## config.mk

```make
export PLATFORM = sky130hd
export DESIGN_NAME = cfbm_top
export DESIGN_NICKNAME = d
export VERILOG_FILES = /design/src/verilog/cfbm_pkg.sv /design/src/verilog/cfbm_mem_if.sv /design/src/verilog/cfbm_agu.sv /design/src/verilog/cfbm_top.sv
export SDC_FILE = /design/constraint.sdc
export NUM_CORES = 1
export LEC_CHECK = 0
export ABC_AREA = 1
export BUFFER_PORTS_ARGS = -buffer_cell sky130_fd_sc_hd__buf_2
export CAP_MARGIN = 20
export CORE_MARGIN = 4
export CORE_UTILIZATION = 50
export CTS_BUF_LIST = sky130_fd_sc_hd__clkbuf_4
export DETAILED_ROUTE_END_ITERATION = 7
export PLACE_DENSITY = 0.79
export SYNTH_ARGS = -nofsm -noshare
export SYNTH_HDL_FRONTEND = slang
export SYNTH_SLANG_ARGS = --single-unit
```

## constraint.sdc

```tcl
create_clock -name clk_sys_i -period 7.7 [get_ports clk_sys_i]
set_input_delay 1.54 -clock clk_sys_i [delete_from_list [all_inputs] [get_ports clk_sys_i]]
set_output_delay 1.54 -clock clk_sys_i [all_outputs]
set_load 0.005 [all_outputs]
```

## src/verilog/cfbm_pkg.sv

```systemverilog
// Constants and types shared by the flag, bit and memory execution unit.
// Assumes one core clock and a synchronous active-high reset.
// How it works
// RULE1: Bit-to-flag store copies a source register bit into T, one cycle.
// RULE2: Flag-to-bit load writes T into a destination bit, flags kept, one cycle.
// RULE3: Overflow set and clear force V only, one cycle.
// RULE4: Sign set and clear force S only, one cycle.
// RULE5: Half-carry set and clear force H only, one cycle.
// RULE6: Post-increment load reads at pointer, then pointer plus one, two cycles.
// RULE7: Pre-decrement load lowers pointer first, reads new address, two cycles.
// RULE8: Displaced load reads Y or Z plus displacement, pointer kept, two cycles.
// RULE9: Post-increment store writes at pointer, then pointer plus one, two cycles.
// RULE10: Pre-decrement store lowers pointer first, then writes, two cycles.
// RULE11: Displaced store writes at Y or Z plus displacement, pointer kept.
// RULE12: Direct load reads the immediate address into a register, two cycles.
// RULE13: Direct store writes a register at the immediate address, two cycles.
// RULE14: Push places a register on the stack, flags kept, two cycles.
// RULE15: Pop moves the stack top into a register, flags kept, two cycles.
// RULE16: Watchdog restart pulses the watchdog restart, one cycle.
// RULE17: Break raises a debug halt request and changes no flag.
// RULE18: Global interrupt on and off set or clear I only, one cycle.
// RULE19: Program memory read uses Z, three cycles, optional post-increment.
// RULE20: Nibble exchange swaps register halves in one cycle, flags kept.
package cfbm_pkg;
   localparam int unsigned CFBM_FLAG_C = 0;
   localparam int unsigned CFBM_FLAG_H = 5;
   localparam int unsigned CFBM_FLAG_S = 4;
   localparam int unsigned CFBM_FLAG_V = 3;
   localparam int unsigned CFBM_FLAG_T = 6;
   localparam int unsigned CFBM_FLAG_I = 7;
   localparam logic [7:0] CFBM_STATUS_RST = 8'h00;
   localparam logic [15:0] CFBM_SP_RST = 16'h00ff;
   localparam logic [1:0] CFBM_CYC_MEM = 2'h2;
   localparam logic [1:0] CFBM_CYC_PMEM = 2'h3;

   typedef enum logic [4:0] {
      CFBM_OP_NONE = 5'h00, CFBM_OP_BIT_TO_FLAG = 5'h01, CFBM_OP_FLAG_TO_BIT = 5'h02,
      CFBM_OP_FLAG_SET = 5'h03, CFBM_OP_FLAG_CLR = 5'h04,
      CFBM_OP_LOAD = 5'h05, CFBM_OP_STORE = 5'h06, CFBM_OP_LOAD_DIR = 5'h07,
      CFBM_OP_STORE_DIR = 5'h08, CFBM_OP_PUSH = 5'h09, CFBM_OP_POP = 5'h0a,
      CFBM_OP_WDOG = 5'h0b, CFBM_OP_BRK = 5'h0c, CFBM_OP_PM_READ = 5'h0d,
      CFBM_OP_SWAP = 5'h0e
   } cfbm_op_t;

   typedef enum logic [1:0] {
      CFBM_AM_PLAIN = 2'h0, CFBM_AM_POSTINC = 2'h1,
      CFBM_AM_PREDEC = 2'h2, CFBM_AM_DISP = 2'h3
   } cfbm_amode_t;

   typedef enum logic [3:0] {
      CFBM_SEQ_IDLE = 4'b0001, CFBM_SEQ_MEM = 4'b0010,
      CFBM_SEQ_PM1 = 4'b0100, CFBM_SEQ_PM2 = 4'b1000
   } cfbm_state_t;
endpackage

```

## src/verilog/cfbm_mem_if.sv

```systemverilog
// Data memory request bundle between the sequencer and the address unit.
// Assumes both ends run on the core clock.
`timescale 1ns/10ps
interface cfbm_mem_if;
   logic [15:0] ptr;
   logic [5:0] disp;
   logic use_disp;
   logic predec;
   logic [15:0] addr;
   logic [15:0] ptr_next;
   modport seq (output ptr, output disp, output use_disp, output predec,
                input addr, input ptr_next);
   modport agu (input ptr, input disp, input use_disp, input predec,
                output addr, output ptr_next);
endinterface // cfbm_mem_if

```

## src/verilog/cfbm_agu.sv

```systemverilog
// Address unit for pointer-based data memory access.
// Assumes pointer and displacement stay stable while an access is issued.
`timescale 1ns/10ps
module cfbm_agu
   import cfbm_pkg::*;
(
   cfbm_mem_if.agu m
);
   logic [15:0] dec;
   assign dec = m.ptr - 16'h0001;
   // Pre-decrement addresses the lowered pointer, displacement the pointer plus disp, otherwise the pointer.
   assign m.addr = m.predec ? dec :
                   (m.use_disp ? m.ptr + {10'h000, m.disp} : m.ptr); // see RULE7 RULE8 RULE11
   assign m.ptr_next = m.predec ? dec : m.ptr + 16'h0001; // see RULE6 RULE9
endmodule // cfbm_agu

```

## src/verilog/cfbm_top.sv

```systemverilog
// Execution unit for flag, bit transfer, data memory, stack and control ops.
// Assumes the fetch unit holds op inputs valid for one cycle when idle.
`timescale 1ns/10ps
module cfbm_top
   import cfbm_pkg::*;
(
   // Clock and reset.
   input wire logic clk_sys_i,
   input wire logic rst_i,
   // Decoded instruction.
   input wire logic op_valid_i,
   input wire cfbm_op_t op_i,
   input wire cfbm_amode_t amode_i,
   input wire logic [1:0] ptr_sel_i,
   input wire logic [5:0] disp_i,
   input wire logic [2:0] bit_i,
   input wire logic [15:0] imm_addr_i,
   // Register file.
   input wire logic [7:0] rs_data_i,
   input wire logic [7:0] rd_data_i,
   input wire logic [15:0] ptr_x_i,
   input wire logic [15:0] ptr_y_i,
   input wire logic [15:0] ptr_z_i,
   output logic rd_we_o,
   output logic [7:0] rd_wdata_o,
   output logic ptr_we_o,
   output logic [15:0] ptr_wdata_o,
   // Data and program memory.
   output logic dm_re_o,
   output logic dm_we_o,
   output logic [15:0] dm_addr_o,
   output logic [7:0] dm_wdata_o,
   input wire logic [7:0] dm_rdata_i,
   output logic pm_re_o,
   output logic [15:0] pm_addr_o,
   input wire logic [7:0] pm_rdata_i,
   // Status, stack and control.
   output logic [7:0] status_register_o,
   output logic [15:0] sp_o,
   output logic busy_o,
   output logic wdog_restart_o,
   output logic dbg_halt_o
);
   cfbm_mem_if mi ();
   cfbm_agu u_agu (.m(mi));

   cfbm_state_t state_q;
   logic [7:0] status_q;
   logic [15:0] sp_q;
   logic [1:0] cnt_q;
   logic is_load_q;
   logic upd_ptr_q;
   logic [15:0] ptr_nx_q;
   logic pm_inc_q;
   logic [15:0] ptr_sel;
   logic go;
   logic mem_op;

   assign go = op_valid_i && (state_q == CFBM_SEQ_IDLE);
   assign mem_op = (op_i == CFBM_OP_LOAD) || (op_i == CFBM_OP_STORE) ||
                   (op_i == CFBM_OP_LOAD_DIR) || (op_i == CFBM_OP_STORE_DIR) ||
                   (op_i == CFBM_OP_PUSH) || (op_i == CFBM_OP_POP);

   always_comb
   begin
      unique case (ptr_sel_i)
         2'h1: ptr_sel = ptr_y_i;
         2'h2: ptr_sel = ptr_z_i;
         default: ptr_sel = ptr_x_i;
      endcase
   end

   // ----------------------------------------
   // Address unit drive
   // ----------------------------------------
   assign mi.ptr = (op_i == CFBM_OP_PM_READ) ? ptr_z_i : ptr_sel;
   assign mi.disp = disp_i;
   assign mi.use_disp = (amode_i == CFBM_AM_DISP) && (ptr_sel_i != 2'h0);
   assign mi.predec = (amode_i == CFBM_AM_PREDEC) && (op_i != CFBM_OP_PM_READ);

   // ----------------------------------------
   // Sequencer
   // ----------------------------------------
   always_ff @(posedge clk_sys_i)
   begin
      if (rst_i)
      begin
         state_q <= CFBM_SEQ_IDLE;
         cnt_q <= 2'h0;
      end
      else
      begin
         unique case (state_q)
            CFBM_SEQ_IDLE:
            begin
               if (go && mem_op)
               begin
                  state_q <= CFBM_SEQ_MEM;
                  cnt_q <= CFBM_CYC_MEM - 2'h1; // see RULE6 RULE12 RULE14
               end
               else if (go && op_i == CFBM_OP_PM_READ)
               begin
                  state_q <= CFBM_SEQ_PM1;
                  cnt_q <= CFBM_CYC_PMEM - 2'h1; // see RULE19
               end
            end
            CFBM_SEQ_PM1:
            begin
               state_q <= CFBM_SEQ_PM2;
               cnt_q <= cnt_q - 2'h1;
            end
            CFBM_SEQ_MEM, CFBM_SEQ_PM2:
            begin
               cnt_q <= cnt_q - 2'h1;
               if (cnt_q == 2'h1)
                  state_q <= CFBM_SEQ_IDLE;
            end
            default:
               state_q <= CFBM_SEQ_IDLE;
         endcase
      end
   end

   // ----------------------------------------
   // Memory access issue
   // ----------------------------------------
   always_ff @(posedge clk_sys_i)
   begin
      if (rst_i)
      begin
         dm_re_o <= 1'b0;
         dm_we_o <= 1'b0;
         dm_addr_o <= 16'h0000;
         dm_wdata_o <= 8'h00;
         pm_re_o <= 1'b0;
         pm_addr_o <= 16'h0000;
         is_load_q <= 1'b0;
         upd_ptr_q <= 1'b0;
         ptr_nx_q <= 16'h0000;
         pm_inc_q <= 1'b0;
      end
      else
      begin
         dm_re_o <= 1'b0;
         dm_we_o <= 1'b0;
         pm_re_o <= 1'b0;
         if (go && mem_op)
         begin
            dm_wdata_o <= rs_data_i;
            ptr_nx_q <= mi.ptr_next;
            is_load_q <= (op_i == CFBM_OP_LOAD) || (op_i == CFBM_OP_LOAD_DIR) ||
                         (op_i == CFBM_OP_POP);
            dm_re_o <= (op_i == CFBM_OP_LOAD) || (op_i == CFBM_OP_LOAD_DIR) ||
                       (op_i == CFBM_OP_POP);
            dm_we_o <= (op_i == CFBM_OP_STORE) || (op_i == CFBM_OP_STORE_DIR) ||
                       (op_i == CFBM_OP_PUSH);
            upd_ptr_q <= ((op_i == CFBM_OP_LOAD) || (op_i == CFBM_OP_STORE)) &&
                         ((amode_i == CFBM_AM_POSTINC) ||
                          (amode_i == CFBM_AM_PREDEC)); // see RULE6 RULE7 RULE9 RULE10
            unique case (op_i)
               CFBM_OP_LOAD_DIR, CFBM_OP_STORE_DIR: dm_addr_o <= imm_addr_i; // see RULE12 RULE13
               CFBM_OP_PUSH: dm_addr_o <= sp_q; // see RULE14
               CFBM_OP_POP: dm_addr_o <= sp_q + 16'h0001; // see RULE15
               default: dm_addr_o <= mi.addr; // see RULE8 RULE11
            endcase
         end
         else if (go && op_i == CFBM_OP_PM_READ)
         begin
            pm_re_o <= 1'b1;
            pm_addr_o <= ptr_z_i; // see RULE19
            ptr_nx_q <= mi.ptr_next;
            pm_inc_q <= (amode_i == CFBM_AM_POSTINC);
            is_load_q <= 1'b0;
            upd_ptr_q <= 1'b0;
         end
      end
   end

   // ----------------------------------------
   // Register file write back
   // ----------------------------------------
   always_ff @(posedge clk_sys_i)
   begin
      if (rst_i)
      begin
         rd_we_o <= 1'b0;
         rd_wdata_o <= 8'h00;
         ptr_we_o <= 1'b0;
         ptr_wdata_o <= 16'h0000;
      end
      else
      begin
         rd_we_o <= 1'b0;
         ptr_we_o <= 1'b0;
         if (go && op_i == CFBM_OP_FLAG_TO_BIT)
         begin
            rd_we_o <= 1'b1;
            rd_wdata_o <= rd_data_i;
            rd_wdata_o[bit_i] <= status_q[CFBM_FLAG_T]; // see RULE2
         end
         else if (go && op_i == CFBM_OP_SWAP)
         begin
            rd_we_o <= 1'b1;
            rd_wdata_o <= {rd_data_i[3:0], rd_data_i[7:4]}; // see RULE20
         end
         else if (state_q == CFBM_SEQ_MEM)
         begin
            rd_we_o <= is_load_q;
            rd_wdata_o <= dm_rdata_i; // see RULE6 RULE12 RULE15
            ptr_we_o <= upd_ptr_q;
            ptr_wdata_o <= ptr_nx_q; // see RULE6 RULE7 RULE9 RULE10
         end
         else if (state_q == CFBM_SEQ_PM2)
         begin
            rd_we_o <= 1'b1;
            rd_wdata_o <= pm_rdata_i; // see RULE19
            ptr_we_o <= pm_inc_q;
            ptr_wdata_o <= ptr_nx_q; // see RULE19
         end
      end
   end

   // ----------------------------------------
   // Status register
   // ----------------------------------------
   always_ff @(posedge clk_sys_i)
   begin
      if (rst_i)
         status_q <= CFBM_STATUS_RST;
      else if (go)
      begin
         unique case (op_i)
            CFBM_OP_BIT_TO_FLAG: status_q[CFBM_FLAG_T] <= rs_data_i[bit_i]; // see RULE1
            CFBM_OP_FLAG_SET: status_q[bit_i] <= 1'b1; // see RULE3 RULE4 RULE5 RULE18
            CFBM_OP_FLAG_CLR: status_q[bit_i] <= 1'b0; // see RULE3 RULE4 RULE5 RULE18
            default: status_q <= status_q;
         endcase
      end
   end

   // ----------------------------------------
   // Stack pointer
   // ----------------------------------------
   always_ff @(posedge clk_sys_i)
   begin
      if (rst_i)
         sp_q <= CFBM_SP_RST;
      else if (go && op_i == CFBM_OP_PUSH)
         sp_q <= sp_q - 16'h0001; // see RULE14
      else if (go && op_i == CFBM_OP_POP)
         sp_q <= sp_q + 16'h0001; // see RULE15
   end

   // ----------------------------------------
   // Watchdog and debug
   // ----------------------------------------
   always_ff @(posedge clk_sys_i)
   begin
      if (rst_i)
      begin
         wdog_restart_o <= 1'b0;
         dbg_halt_o <= 1'b0;
      end
      else
      begin
         wdog_restart_o <= go && (op_i == CFBM_OP_WDOG); // see RULE16
         if (go && op_i == CFBM_OP_BRK)
            dbg_halt_o <= 1'b1; // see RULE17
      end
   end

   assign status_register_o = status_q;
   assign sp_o = sp_q;
   assign busy_o = (state_q != CFBM_SEQ_IDLE);
endmodule // cfbm_top

```

==> out/qor.csv, run 1 <==
stage,metric,value,unit
logic_synthesis,syn_nets,1437,
worst_setup_path,reg2reg end,ptr_nx_q[4],
outcome,outcome,finished clean,
global_route,antenna violations before repair,3,
floorplanning,# IOs,213,
cts,clk_lat worst skew,0.57,ns
logic_synthesis,dominant synthesized flop cell,dfxtp_1,
logic_synthesis,synthesized flop and latch total,120,
worst_setup_path,CP startpoint kind,input pin,
cts,number of post-CTS setup repair buffers,0,
cells_and_area,share of layout cells above drive strength 1,20.6,%
cts,H-Tree Depth,4,
logic_synthesis,Synth top cells by count,"334 x nand2_1, 147 x nor2_1, 144 x nand3_1",
power,Leak,0.00476,µW
sta,setup TNS,0,ns
detailed_routing,DRT Pass-1 Iters,8,
worst_setup_path,WS Path Type,input pin to flop,
detailed_routing,via count,9338,
power,Clk pwr share,26.3,%
power,Cell Pwr Density,163,nW/µm²
sta,Least-Margin Pin Slew,0.793,ns
floorplanning,core area,15900,µm²
power,switching portion of total power,38.9,%
cells_and_area,final net count,1621,
detailed_routing,Antenna Nets Post-Route,0,
cts,CTS tree,built,
power,internal power,946,µW
sta,Max Fclk,0.240,GHz
logic_synthesis,fraction of registers with async set/reset,0,%
detailed_routing,DRT iter0 DRCs,786,
cts,Max Buffers Root-to-Sink,2,
logic_synthesis,Synth Cell Area,8110,µm²
worst_setup_path,Crit. End Element,flop,
global_route,Total Routing Usage GR,28.6,%
floorplanning,# rows,46,
floorplanning,die area,18300,µm²
power,Final Power,1550,µW
worst_setup_path,Worst EP arrival,4.62,ns
worst_setup_path,Worst setup startpoint,ptr_sel_i[0],
worst_setup_path,worst-path maximum fanout,29,
worst_setup_path,FF-to-FF Start,state_q[0],
logic_synthesis,synth warn,0,
worst_setup_path,CP endpoint,dm_addr_o[13],
worst_setup_path,r2r setup slk,4.73,ns
cts,"CTS clk-pin slew, worst paths",0.11,ns
power,power share of the combinational group,29.9,%
power,Switching Power,602,µW
detailed_routing,drc violations,0,
job,# Max-Cap Violations,0,
sta,post-route worst setup slack,3.53,ns
logic_synthesis,Cells after Synth,1302,
hold_path,min-delay worst type,flop to flop,
placement,PortBufs,212,
floorplanning,die width,135,µm
global_route,pin count of the biggest net entering global routing,48,
cells_and_area,non-filler instance count after layout,1716,
cts,total CTS buffers,17,
placement,placed insts,1683,
worst_setup_path,"Req. time, crit path",8.15,ns
logic_synthesis,"EDFF count, synth",0,
detailed_routing,WL per Instance,15.6,µm
placement,pre-CTS setup slack,3.03,ns
detailed_routing,Avg Vias per Cell,5.44,
placement,RePlAce Congestion,0.962,
sta,Final Hold Viols,0,
logic_synthesis,Synth area leader,dfxtp_1,
global_route,first-pass GRT wire length,42100,µm
sta,unrepaired setup endpoints after global routing,false,
floorplanning,Die H,135,µm
sta,hold slack,0.468,ns
power,VDD IR max,124,µV
floorplanning,initial core utilization,51.1,%
cts,clk sinks,120,
sta,worst relative slew slack,47.1,%
power,share of power burned in registers,43.8,%
sta,Setup Skew,0.0362,ns
detailed_routing,DRT Wirelength,26800,µm
logic_synthesis,share of Yosys cell area claimed by the top area cell type,29.6,%
cts,Post-CTS Resized,0,
worst_setup_path,R2R cell count,11,
placement,DP HPWL,20300,µm
global_route,vias in the first global route,8335,
logic_synthesis,"count leader, synth",nand2_1,
logic_synthesis,Netlist cell types,54,
sta,final-report max-slew violation count,0,
global_route,grt total ovfl,0,
sta,final worst-path cycle share,54.2,%
sta,setup violators final,0,
sta,Final min period,4.17,ns
logic_synthesis,syn_area_per_cell,6.23,µm²
logic_synthesis,sequential area share after synthesis,29.6,%
logic_synthesis,synth top area cells,"dfxtp_1 30%, nand2_1 15%, nand3_1 8.9%, nor2_1 6.8%, o21ai_0 6.6%",
cells_and_area,Layout area overhead,16.7,%
cts,CTS Root Cell,clkbuf_4,
cts,# hold bufs at CTS,0,
==> layer usage <==
| metal | vias up | part of all wire (%) | global-route usage, % |
|---|---|---|---|
| li1 | 4710 | - | - |
| met1 | 4137 | 44 | 39.2 |
| met2 | 400 | 44 | 44.8 |
| met3 | 87 | 7.2 | 4.87 |
| met4 | 4 | 3.8 | 12.0 |
| met5 | - | 0.078 | 0 |
==> worst min-delay path by stage <==
| stage | from | cells past startpoint | to | slack, ns |
|---|---|---|---|---|
| after floorplan | ptr_nx_q[0] | 2 | ptr_nx_q[0] | 0.43 |
| after global placement | dm_addr_o[4] | 2 | dm_addr_o[4] | 0.44 |
| after detailed placement | dm_wdata_o[3] | 2 | dm_wdata_o[3] | 0.45 |
| after CTS | dm_addr_o[4] | 2 | dm_addr_o[4] | 0.47 |
| after global routing | dm_addr_o[4] | 2 | dm_addr_o[4] | 0.48 |
| final | dm_addr_o[4] | 2 | dm_addr_o[4] | 0.47 |
==> area by class of cell <==
type	instances	area, µm²
Clock inverter	14	101
Timing Repair Buffer	215	1080
Fill cell	1626	6420
Sequential cell	120	2400
Antenna cell	1	2.50
Clock buffer	18	135
Tap cell	216	270
Multi-Input combinational cell	999	4970
Inverter	133	504
==> per-stage QoR <==
step / instance area (µm²) / util (%)
global placement: 9230 / 58.1
finish: 9470 / 59.6
floorplan: 8110 / -
detailed placement: 9230 / 58.1
CTS: 9470 / 59.6
global route: 9470 / 59.6
==> registers in the layout, summed over array words and instances (netlist names), named ones only <==
signal	count
pm_re_o	1
rd_we_o	1
ptr_nx_q	16
ptr_we_o	1
upd_ptr_q	1
ptr_wdata_o	16
pm_inc_q	1
dbg_halt_o	1
pm_addr_o	16
sp_o	16
dm_wdata_o	8
state_q	4
status_register_o	1
dm_addr_o	16
cnt_q	2
dm_re_o	1
is_load_q	1
rd_wdata_o	8
wdog_restart_o	1
dm_we_o	1
==> layout by cell type, fill, tap and decap left out, types with 13 or more instances in the layout <==
cell      netlist  layout
inv_1         118     117
a21oi_1        56      56
o211ai_1       20      20
clkbuf_4        0      18
dfxtp_1       120     120
nor2_1        147     147
nor3_1         17      17
a31oi_1        14      14
xor2_1         13      13
o21ai_0       107     107
buf_2          11     212
nand3_1       144     144
nand4_1        15      15
nand2_1       334     334
nand2_2        16      16
ha_1           17      17
==> power groups by stage <==
stage	Combinational, µW	Sequential, µW	Clock [µW]
2_1_floorplan	314	688	0
3_3_place_gp	451	691	0
3_5_place_dp	455	691	0
4_1_cts	457	677	414
5_1_grt	522	682	438
6_report	462	678	407
==> cells by family (layout without fill, tap and decap cells) <==
group	Yosys count	count (layout)	share of synthesized area (%)
AND/OR/NAND/NOR	714	714	38.8
AO/OA/AOI/OAI	250	250	17.8
buffers and inverters	183	380	9.14
flip-flops	120	120	29.6
adder cells (fa/ha/maj)	18	18	2.87
XOR/XNOR	17	17	1.83
other	0	1	0
==> worst max-delay path, stage by stage <==
cell and delay (ns):
buf_2 0.09, inv_1 0.05, ha_1 0.80, inv_1 0.23, nand2_1 0.11, nand2_1 0.06
nand2_1 0.07, nand2_2 0.14, ha_1 0.41, nand2_1 0.07, inv_1 0.06, nand2_1 0.05
nand3_1 0.14, a21oi_1 0.10, nor2_2 0.26, nand4_1 0.13, nand3_1 0.10, nand3_1 0.08
nand2_1 0.08, nand2_1 0.04
Note: power is estimated with default switching activity, not from simulation.
==> inputs of run 2 (changes only) <==
- ABC_AREA: 1 -> 0
- PLACE_DENSITY: 0.79 -> 0.83
- clock period: 7.7 -> 3.59 ns (I/O delays scaled with it)
==> run 2 against run 1 <==
  * Combinational power is 72% higher
  * Count of clock-buffer cells in the layout unchanged
  * Synthesized cell count decreased by 16%
  * Highest routed layer is now met4
==> out/qor.csv, run 2 <==
stage,metric,value,unit,change
power,Cell Pwr Density,338,nW/µm²,+110%
sta,setup violators final,0,,unchanged
sta,Final min period,3.14,ns,
hold_path,Worst Hold Launch,rs_data_i[0],,
cts,Post-CTS Resized,0,,unchanged
detailed_routing,DRT iter0 DRCs,805,,+2.4%
logic_synthesis,synth warn,0,,unchanged
job,# Max-Cap Violations,0,,unchanged
global_route,antenna violations before repair,1,,-2
sta,final-report max-slew violation count,0,,unchanged
floorplanning,die area,18000,µm²,-2.1%
cts,clk sinks,120,,unchanged
logic_synthesis,Netlist cell types,78,,+44%
global_route,first-pass GRT wire length,42000,µm,-0.36%
worst_setup_path,Worst EP arrival,3.58,ns,-1.04 ns
logic_synthesis,dominant synthesized flop cell,dfxtp_1,,
power,VDD IR max,216,µV,+73%
cells_and_area,"commonest non-fill, non-tap cell in the layout",buf_2,,
placement,PortBufs,212,,unchanged
worst_setup_path,reg2reg end,rd_wdata_o[2],,
logic_synthesis,share of Yosys cell area claimed by the top area cell type,30.3,%,+0.66 points
worst_setup_path,Crit. End Element,flop,,
floorplanning,# IOs,213,,unchanged
floorplanning,initial core utilization,51.6,%,+0.55 points
power,Leak,0.00416,µW,-13%
logic_synthesis,syn_area_per_cell,7.25,µm²,+16%
logic_synthesis,Cells after Synth,1094,,-16%
sta,Least-Margin Pin Slew,0.870,ns,+0.0769 ns
detailed_routing,drc violations,0,,unchanged
sta,setup TNS,0,ns,unchanged
worst_setup_path,"Req. time, crit path",4.02,ns,-4.13 ns
hold_path,Hold Path Depth,3,,+1
logic_synthesis,fraction of registers with async set/reset,0,%,unchanged
cts,"CTS clk-pin slew, worst paths",0.13,ns,+0.02 ns
sta,Max Fclk,0.318,GHz,
cells_and_area,Layout area overhead,25.6,%,
power,Final Power,3370,µW,+120%
logic_synthesis,"count leader, synth",nand2_1,,
cts,CTS tree,built,,
cells_and_area,# fillers,1356,,-17%
floorplanning,die width,134,µm,-1.0%
sta,worst relative slew slack,41.6,%,-5.6 points
detailed_routing,Avg Vias per Cell,5.91,,+8.6%
detailed_routing,Antenna Nets Post-Route,0,,unchanged
sta,Final Hold Viols,0,,unchanged
logic_synthesis,synthesized flop and latch total,120,,unchanged
floorplanning,# rows,45,,-2.2%
floorplanning,Die H,134,µm,-1.0%
logic_synthesis,"EDFF count, synth",0,,unchanged
cts,Max Buffers Root-to-Sink,2,,unchanged
worst_setup_path,FF-to-FF Start,state_q[1],,
cts,H-Tree Depth,4,,unchanged
outcome,outcome,finished clean,,
cts,number of post-CTS setup repair buffers,0,,unchanged
cts,clk_lat worst skew,0.54,ns,-0.03 ns
cells_and_area,final net count,1456,,-10%
global_route,grt total ovfl,0,,unchanged
logic_synthesis,syn_nets,1229,,-14%
worst_setup_path,R2R cell count,10,,-1
logic_synthesis,Synth Cell Area,7940,µm²,-2.2%
cells_and_area,share of layout cells above drive strength 1,26.9,%,+6.3 points
worst_setup_path,CP startpoint kind,input pin,,
hold_path,Worst Hold End,dm_wdata_o[0],,
sta,unrepaired setup endpoints after global routing,false,,
logic_synthesis,synth top area cells,"dfxtp_1 30%, nand2_1 9.2%, a21oi_1 8.1%, nor2_1 4.2%, o21ai_0 3.7%",,
cts,CTS Root Cell,clkbuf_4,,
cts,total CTS buffers,17,,unchanged
logic_synthesis,Synth area leader,dfxtp_1,,
placement,DP HPWL,20900,µm,+3.1%
sta,Setup Skew,0.0179,ns,-0.0183 ns
global_route,vias in the first global route,8360,,+0.30%
detailed_routing,DRT Pass-1 Iters,6,,-2
placement,RePlAce Congestion,0.976,,+1.5%
logic_synthesis,sequential area share after synthesis,30.3,%,+0.66 points
cells_and_area,most frequent cells in the layout,"211 x buf_2, 194 x nand2_1, 127 x a21oi_1",,
global_route,Total Routing Usage GR,28.6,%,about the same
detailed_routing,DRT Wirelength,27000,µm,+0.69%
sta,final worst-path cycle share,87.5,%,
detailed_routing,WL per Instance,17.4,µm,+12%
logic_synthesis,Synth top cells by count,"194 x nand2_1, 128 x a21oi_1, 120 x dfxtp_1",,
hold_path,min-delay worst type,input pin to flop,,
floorplanning,core area,15400,µm²,-3.2%
global_route,pin count of the biggest net entering global routing,56,,+17%
cts,# hold bufs at CTS,0,,unchanged
worst_setup_path,WS Path Type,input pin to flop,,
worst_setup_path,worst-path maximum fanout,14,,-52%
detailed_routing,via count,9137,,-2.2%
worst_setup_path,r2r setup slk,0.85,ns,-3.88 ns
run 2: changes by cell type after synthesis, sizes merged, moves of 15 or more:
cell | before | now
o21ai | 120 | 66
clkbuf | 30 | 65
a211oi | 4 | 27
mux2i | 0 | 23
nor2 | 161 | 89
a21oi | 56 | 128
nor4 | 2 | 17
nand3 | 146 | 31
xnor2 | 4 | 25
nor3 | 18 | 34
inv | 128 | 26
nand2 | 354 | 194
run 2: area by class of cell:
type	instances	area, µm²	area share [%]
tap	211	264	2.65
antenna	1	2.50	0.0251
multi-input combinational	868	5220	52.3
sequential	120	2400	24.1
clock inverter	14	220	2.21
inverter	27	101	1.02
timing repair buffer	287	1630	16.3
clock buffer	18	135	1.36
run 2: worst max path at each step:
stage,start,endpoint,slack [ns],cells after the start
3_3_place_gp,op_i[1],dm_addr_o[13],0.03,14
2_1_floorplan,op_i[1],dm_addr_o[13],-0.03,17
4_1_cts,ptr_sel_i[0],dm_addr_o[14],0.50,17
3_5_place_dp,op_i[1],ptr_nx_q[12],-0.05,11
5_1_grt,ptr_sel_i[1],dm_addr_o[14],0.22,17
6_report,op_i[1],ptr_nx_q[12],0.45,11
run 2: stage by stage:
| step | instances | instance area [µm²] | utilization, % | setup slack, ns | hold WS, ns |
|---|---|---|---|---|---|
| 2_1_floorplan | 1094 | 8100 | - | -0.0295 | 0.427 |
| 3_5_place_dp | 1513 | 9610 | 62.5 | -0.0547 | 0.443 |
| 6_report | 1546 | 9970 | 64.9 | 0.448 | 0.431 |
| 5_1_grt | 1546 | 9970 | 64.9 | 0.217 | 0.380 |
| 4_1_cts | 1545 | 9970 | 64.8 | 0.499 | 0.392 |
| 3_3_place_gp | 1513 | 9610 | 62.5 | 0.0308 | 0.437 |
run 2: report_power, final:
| group | switching (µW) | internal (µW) | total, µW |
|---|---|---|---|
| clock network | 548 | 637 | 1180 |
| registers | 29.3 | 1360 | 1390 |
| logic | 458 | 339 | 796 |
run 2: per-layer routing:
layer	track usage, %	up-vias	part of all wire (%)
met3	6.34	74	8.4
met2	44.9	450	45
li1	-	4398	-
met1	38.6	4215	43
met4	10.9	0	3.3
met5	0	-	0
run 2: cells by family (layout without fill, tap and decap cells):
kind of cell / count (synthesis) / in the layout / synth area share (%)
AOI/OAI and AO/OA: 341 / 341 / 27.6
and+or+nand+nor: 450 / 450 / 26.9
xor gates and xnor gates: 36 / 36 / 3.97
muxes: 23 / 23 / 2.90
buffers and inverters: 106 / 346 / 5.36
DFF: 120 / 120 / 30.3
adders and majority gates: 18 / 18 / 2.93
other: 0 / 1 / 0
run 2: critical path, stage by stage:
cell and delay [ns]:
buf_2 0.12, or3b_4 0.46, o21ai_4 0.31, buf_4 0.29, a22oi_1 0.14, or4_1 0.53, buf_4 0.20, nor4_4 0.30
xnor2_1 0.15, nand2_1 0.06, a311oi_1 0.29
==> inputs of run 3 (changes only) <==
- CORE_UTILIZATION: 50 -> 45
- PLACE_DENSITY: 0.83 -> 0.76
==> run 3 against run 2 <==
  * Wire length up 4.7%
  * Final area is 0.74% lower
  * Clock skew up 0.0038 ns
  * Final cell count increased by 0.91%
  * Utilization down 7.6 points
  * Sequential power hardly changed
  * Sequential share of layout area rose by 0.18 points
  * Die area up 10%
  * First-iteration DRC count is 9.1% higher
  * Fmax down 0.71%
  * Largest cell class unchanged
  * Largest power group unchanged
==> out/qor.csv, run 3 (synthesis gave the netlist of run 2 again) <==
stage,metric,value,unit,change
cells_and_area,# fillers,1680,,+24%
sta,final-report max-slew violation count,0,,unchanged
placement,placed insts,1527,,+0.93%
sta,hold slack,0.397,ns,-0.0338 ns
power,share of power burned in registers,44.7,%,+3.5 points
cells_and_area,Layout area overhead,24.7,%,
worst_setup_path,Slowest cell on crit path,or3b_4,,
power,internal power,2000,µW,-14%
cts,CTS Root Cell,clkbuf_4,,
global_route,Total Routing Usage GR,27.4,%,-1.2 points
placement,RePlAce Congestion,0.967,,-0.87%
detailed_routing,DRT iter0 DRCs,878,,+9.1%
hold_path,min-delay worst type,input pin to flop,,
global_route,antenna violations before repair,1,,unchanged
power,VDD IR max,254,µV,+18%
sta,Final min period,3.16,ns,+0.0225 ns
power,Clk pwr share,29.6,%,-5.5 points
worst_setup_path,Bufs and invs on worst path,3,,unchanged
detailed_routing,Antenna Nets Post-Route,0,,unchanged
floorplanning,die area,19800,µm²,+10%
worst_setup_path,FF-to-FF Start,sp_o[1],,
worst_setup_path,Crit. End Element,flop,,
worst_setup_path,r2r setup slk,0.70,ns,-0.15 ns
job,# Max-Cap Violations,0,,unchanged
power,Switching Power,1120,µW,+7.7%
sta,post-route worst setup slack,0.425,ns,-0.0225 ns
placement,pre-CTS setup slack,-0.112,ns,-0.0570 ns
power,Cell Pwr Density,315,nW/µm²,-6.9%
global_route,vias in the first global route,8469,,+1.3%
global_route,first-pass GRT wire length,44200,µm,+5.2%
cts,CTS tree,built,,
power,Leak,0.00411,µW,-1.1%
cts,total CTS buffers,17,,unchanged
worst_setup_path,R2R cell count,8,,-2
cells_and_area,Sequential Area,2400,µm²,unchanged
power,switching portion of total power,35.8,%,+5.1 points
sta,worst relative slew slack,40.4,%,-1.2 points
hold_path,Worst Hold Launch,rs_data_i[2],,
cts,clk_lat worst skew,0.56,ns,+0.02 ns
sta,Setup Skew,0.0217,ns,+0.00380 ns
worst_setup_path,CP startpoint kind,input pin,,
cells_and_area,share of layout cells above drive strength 1,27.0,%,+0.075 points
floorplanning,initial core utilization,45.9,%,-5.7 points
worst_setup_path,Worst EP arrival,3.62,ns,+0.04 ns
detailed_routing,DRT Pass-1 Iters,5,,-1
sta,setup TNS,0,ns,unchanged
cts,number of post-CTS setup repair buffers,0,,unchanged
outcome,outcome,finished clean,,
cts,Post-CTS Resized,0,,unchanged
cts,Max Buffers Root-to-Sink,2,,unchanged
power,Final Power,3120,µW,-7.6%
sta,setup violators final,0,,unchanged
worst_setup_path,worst-path maximum fanout,6,,-8
cells_and_area,final net count,1456,,unchanged
sta,final worst-path cycle share,88.2,%,+0.63 points
detailed_routing,WL per Instance,18.1,µm,+3.8%
detailed_routing,DRT Wirelength,28200,µm,+4.7%
detailed_routing,via count,9214,,+0.84%
global_route,grt total ovfl,0,,unchanged
cts,clk sinks,120,,unchanged
floorplanning,# rows,48,,+6.7%
placement,DP HPWL,21700,µm,+3.9%
cells_and_area,"commonest non-fill, non-tap cell in the layout",buf_2,,
worst_setup_path,crit path cell chain,buf_2 > or3b_4 > o21ai_4 > a22oi_2 > inv_2 > ha_4 > buf_4 > a211oi_1 > o21bai_1 > a21o_1 > nand3b_1 > nor3_4 > a31oi_1 > nor3b_1 > o31ai_2,,
worst_setup_path,Worst setup startpoint,op_i[1],,
floorplanning,# IOs,213,,unchanged
worst_setup_path,Stages on worst setup path,15,,+4
worst_setup_path,Slowest Stage Delay on Critical Path,0.45,ns,-0.08 ns
worst_setup_path,CP endpoint,dm_addr_o[14],,
sta,Max Fclk,0.316,GHz,-0.71%
cells_and_area,most frequent cells in the layout,"211 x buf_2, 194 x nand2_1, 127 x a21oi_1",,
detailed_routing,drc violations,0,,unchanged
cts,H-Tree Depth,4,,unchanged
worst_setup_path,reg2reg end,dm_addr_o[14],,
floorplanning,core area,17300,µm²,+13%
cts,# hold bufs at CTS,0,,unchanged
sta,Final Hold Viols,0,,unchanged
worst_setup_path,"Req. time, crit path",4.05,ns,+0.03 ns
floorplanning,Die H,141,µm,+5.1%
sta,unrepaired setup endpoints after global routing,false,,
global_route,pin count of the biggest net entering global routing,49,,-13%
worst_setup_path,WS Path Type,input pin to flop,,
sta,Least-Margin Pin Slew,0.887,ns,+0.0173 ns
worst_setup_path,CP top delay family,compound AO/OA/AOI/OAI gates,,
placement,PortBufs,212,,unchanged
floorplanning,die width,141,µm,+5.1%
cells_and_area,non-filler instance count after layout,1560,,+0.91%
detailed_routing,Avg Vias per Cell,5.91,,about the same
power,power share of the combinational group,25.7,%,+2.1 points
cts,"CTS clk-pin slew, worst paths",0.14,ns,about the same
cells_and_area,area occupied by multi-input gates,5220,µm²,unchanged
==> run 3: final cells by class <==
| type | instances | area share, % |
|---|---|---|
| multi-input cells | 868 | 52.7 |
| flip-flops and latches | 120 | 24.3 |
| repair buffers | 287 | 16.6 |
| well taps | 225 | 2.84 |
| clock buffers | 18 | 1.37 |
| clock inverters | 14 | 1.18 |
| inverters | 27 | 1.02 |
| diodes | 1 | 0.0253 |
==> run 3: per-layer routing <==
metal | vias to the layer above | part of all wire [%] | track usage (%)
met5 | - | 0 | 0
met4 | 0 | 3.6 | 10.8
met3 | 84 | 9.0 | 6.28
met2 | 475 | 45 | 42.9
met1 | 4258 | 42 | 36.6
li1 | 4397 | - | -
==> run 3: worst min-delay path: cells and delay by family <==
family	cells	cell delay [ns]
AO/OA/AOI/OAI	1	0.05
AND/OR/NAND/NOR	1	0.05
buffers and inverters	1	0.11
==> run 3: power by group through the flow <==
stage / clock network, µW / logic [µW] / registers (µW)
5_1_grt: 997 / 867 / 1400
3_5_place_dp: 0 / 782 / 1420
4_1_cts: 938 / 786 / 1390
6_report: 921 / 802 / 1390
2_1_floorplan: 0 / 483 / 1410
3_3_place_gp: 0 / 773 / 1420
==> run 3: how the worst min path moves through the flow <==
stage                            endpoint  slack (ns)  cells past startpoint
after detailed placement    rd_wdata_o[5]        0.44                      2
after global routing        dm_wdata_o[4]        0.35                      3
after floorplan           ptr_wdata_o[15]        0.43                      2
after CTS                   pm_addr_o[12]        0.36                      3
after global placement      rd_wdata_o[7]        0.44                      2
final                       dm_wdata_o[2]        0.40                      3
==> run 3: stage by stage <==
step	instance area (µm²)	util, %
3_3_place_gp	9640	55.7
4_1_cts	9890	57.2
3_5_place_dp	9640	55.7
5_1_grt	9900	57.2
2_1_floorplan	8100	-
6_report	9900	57.2
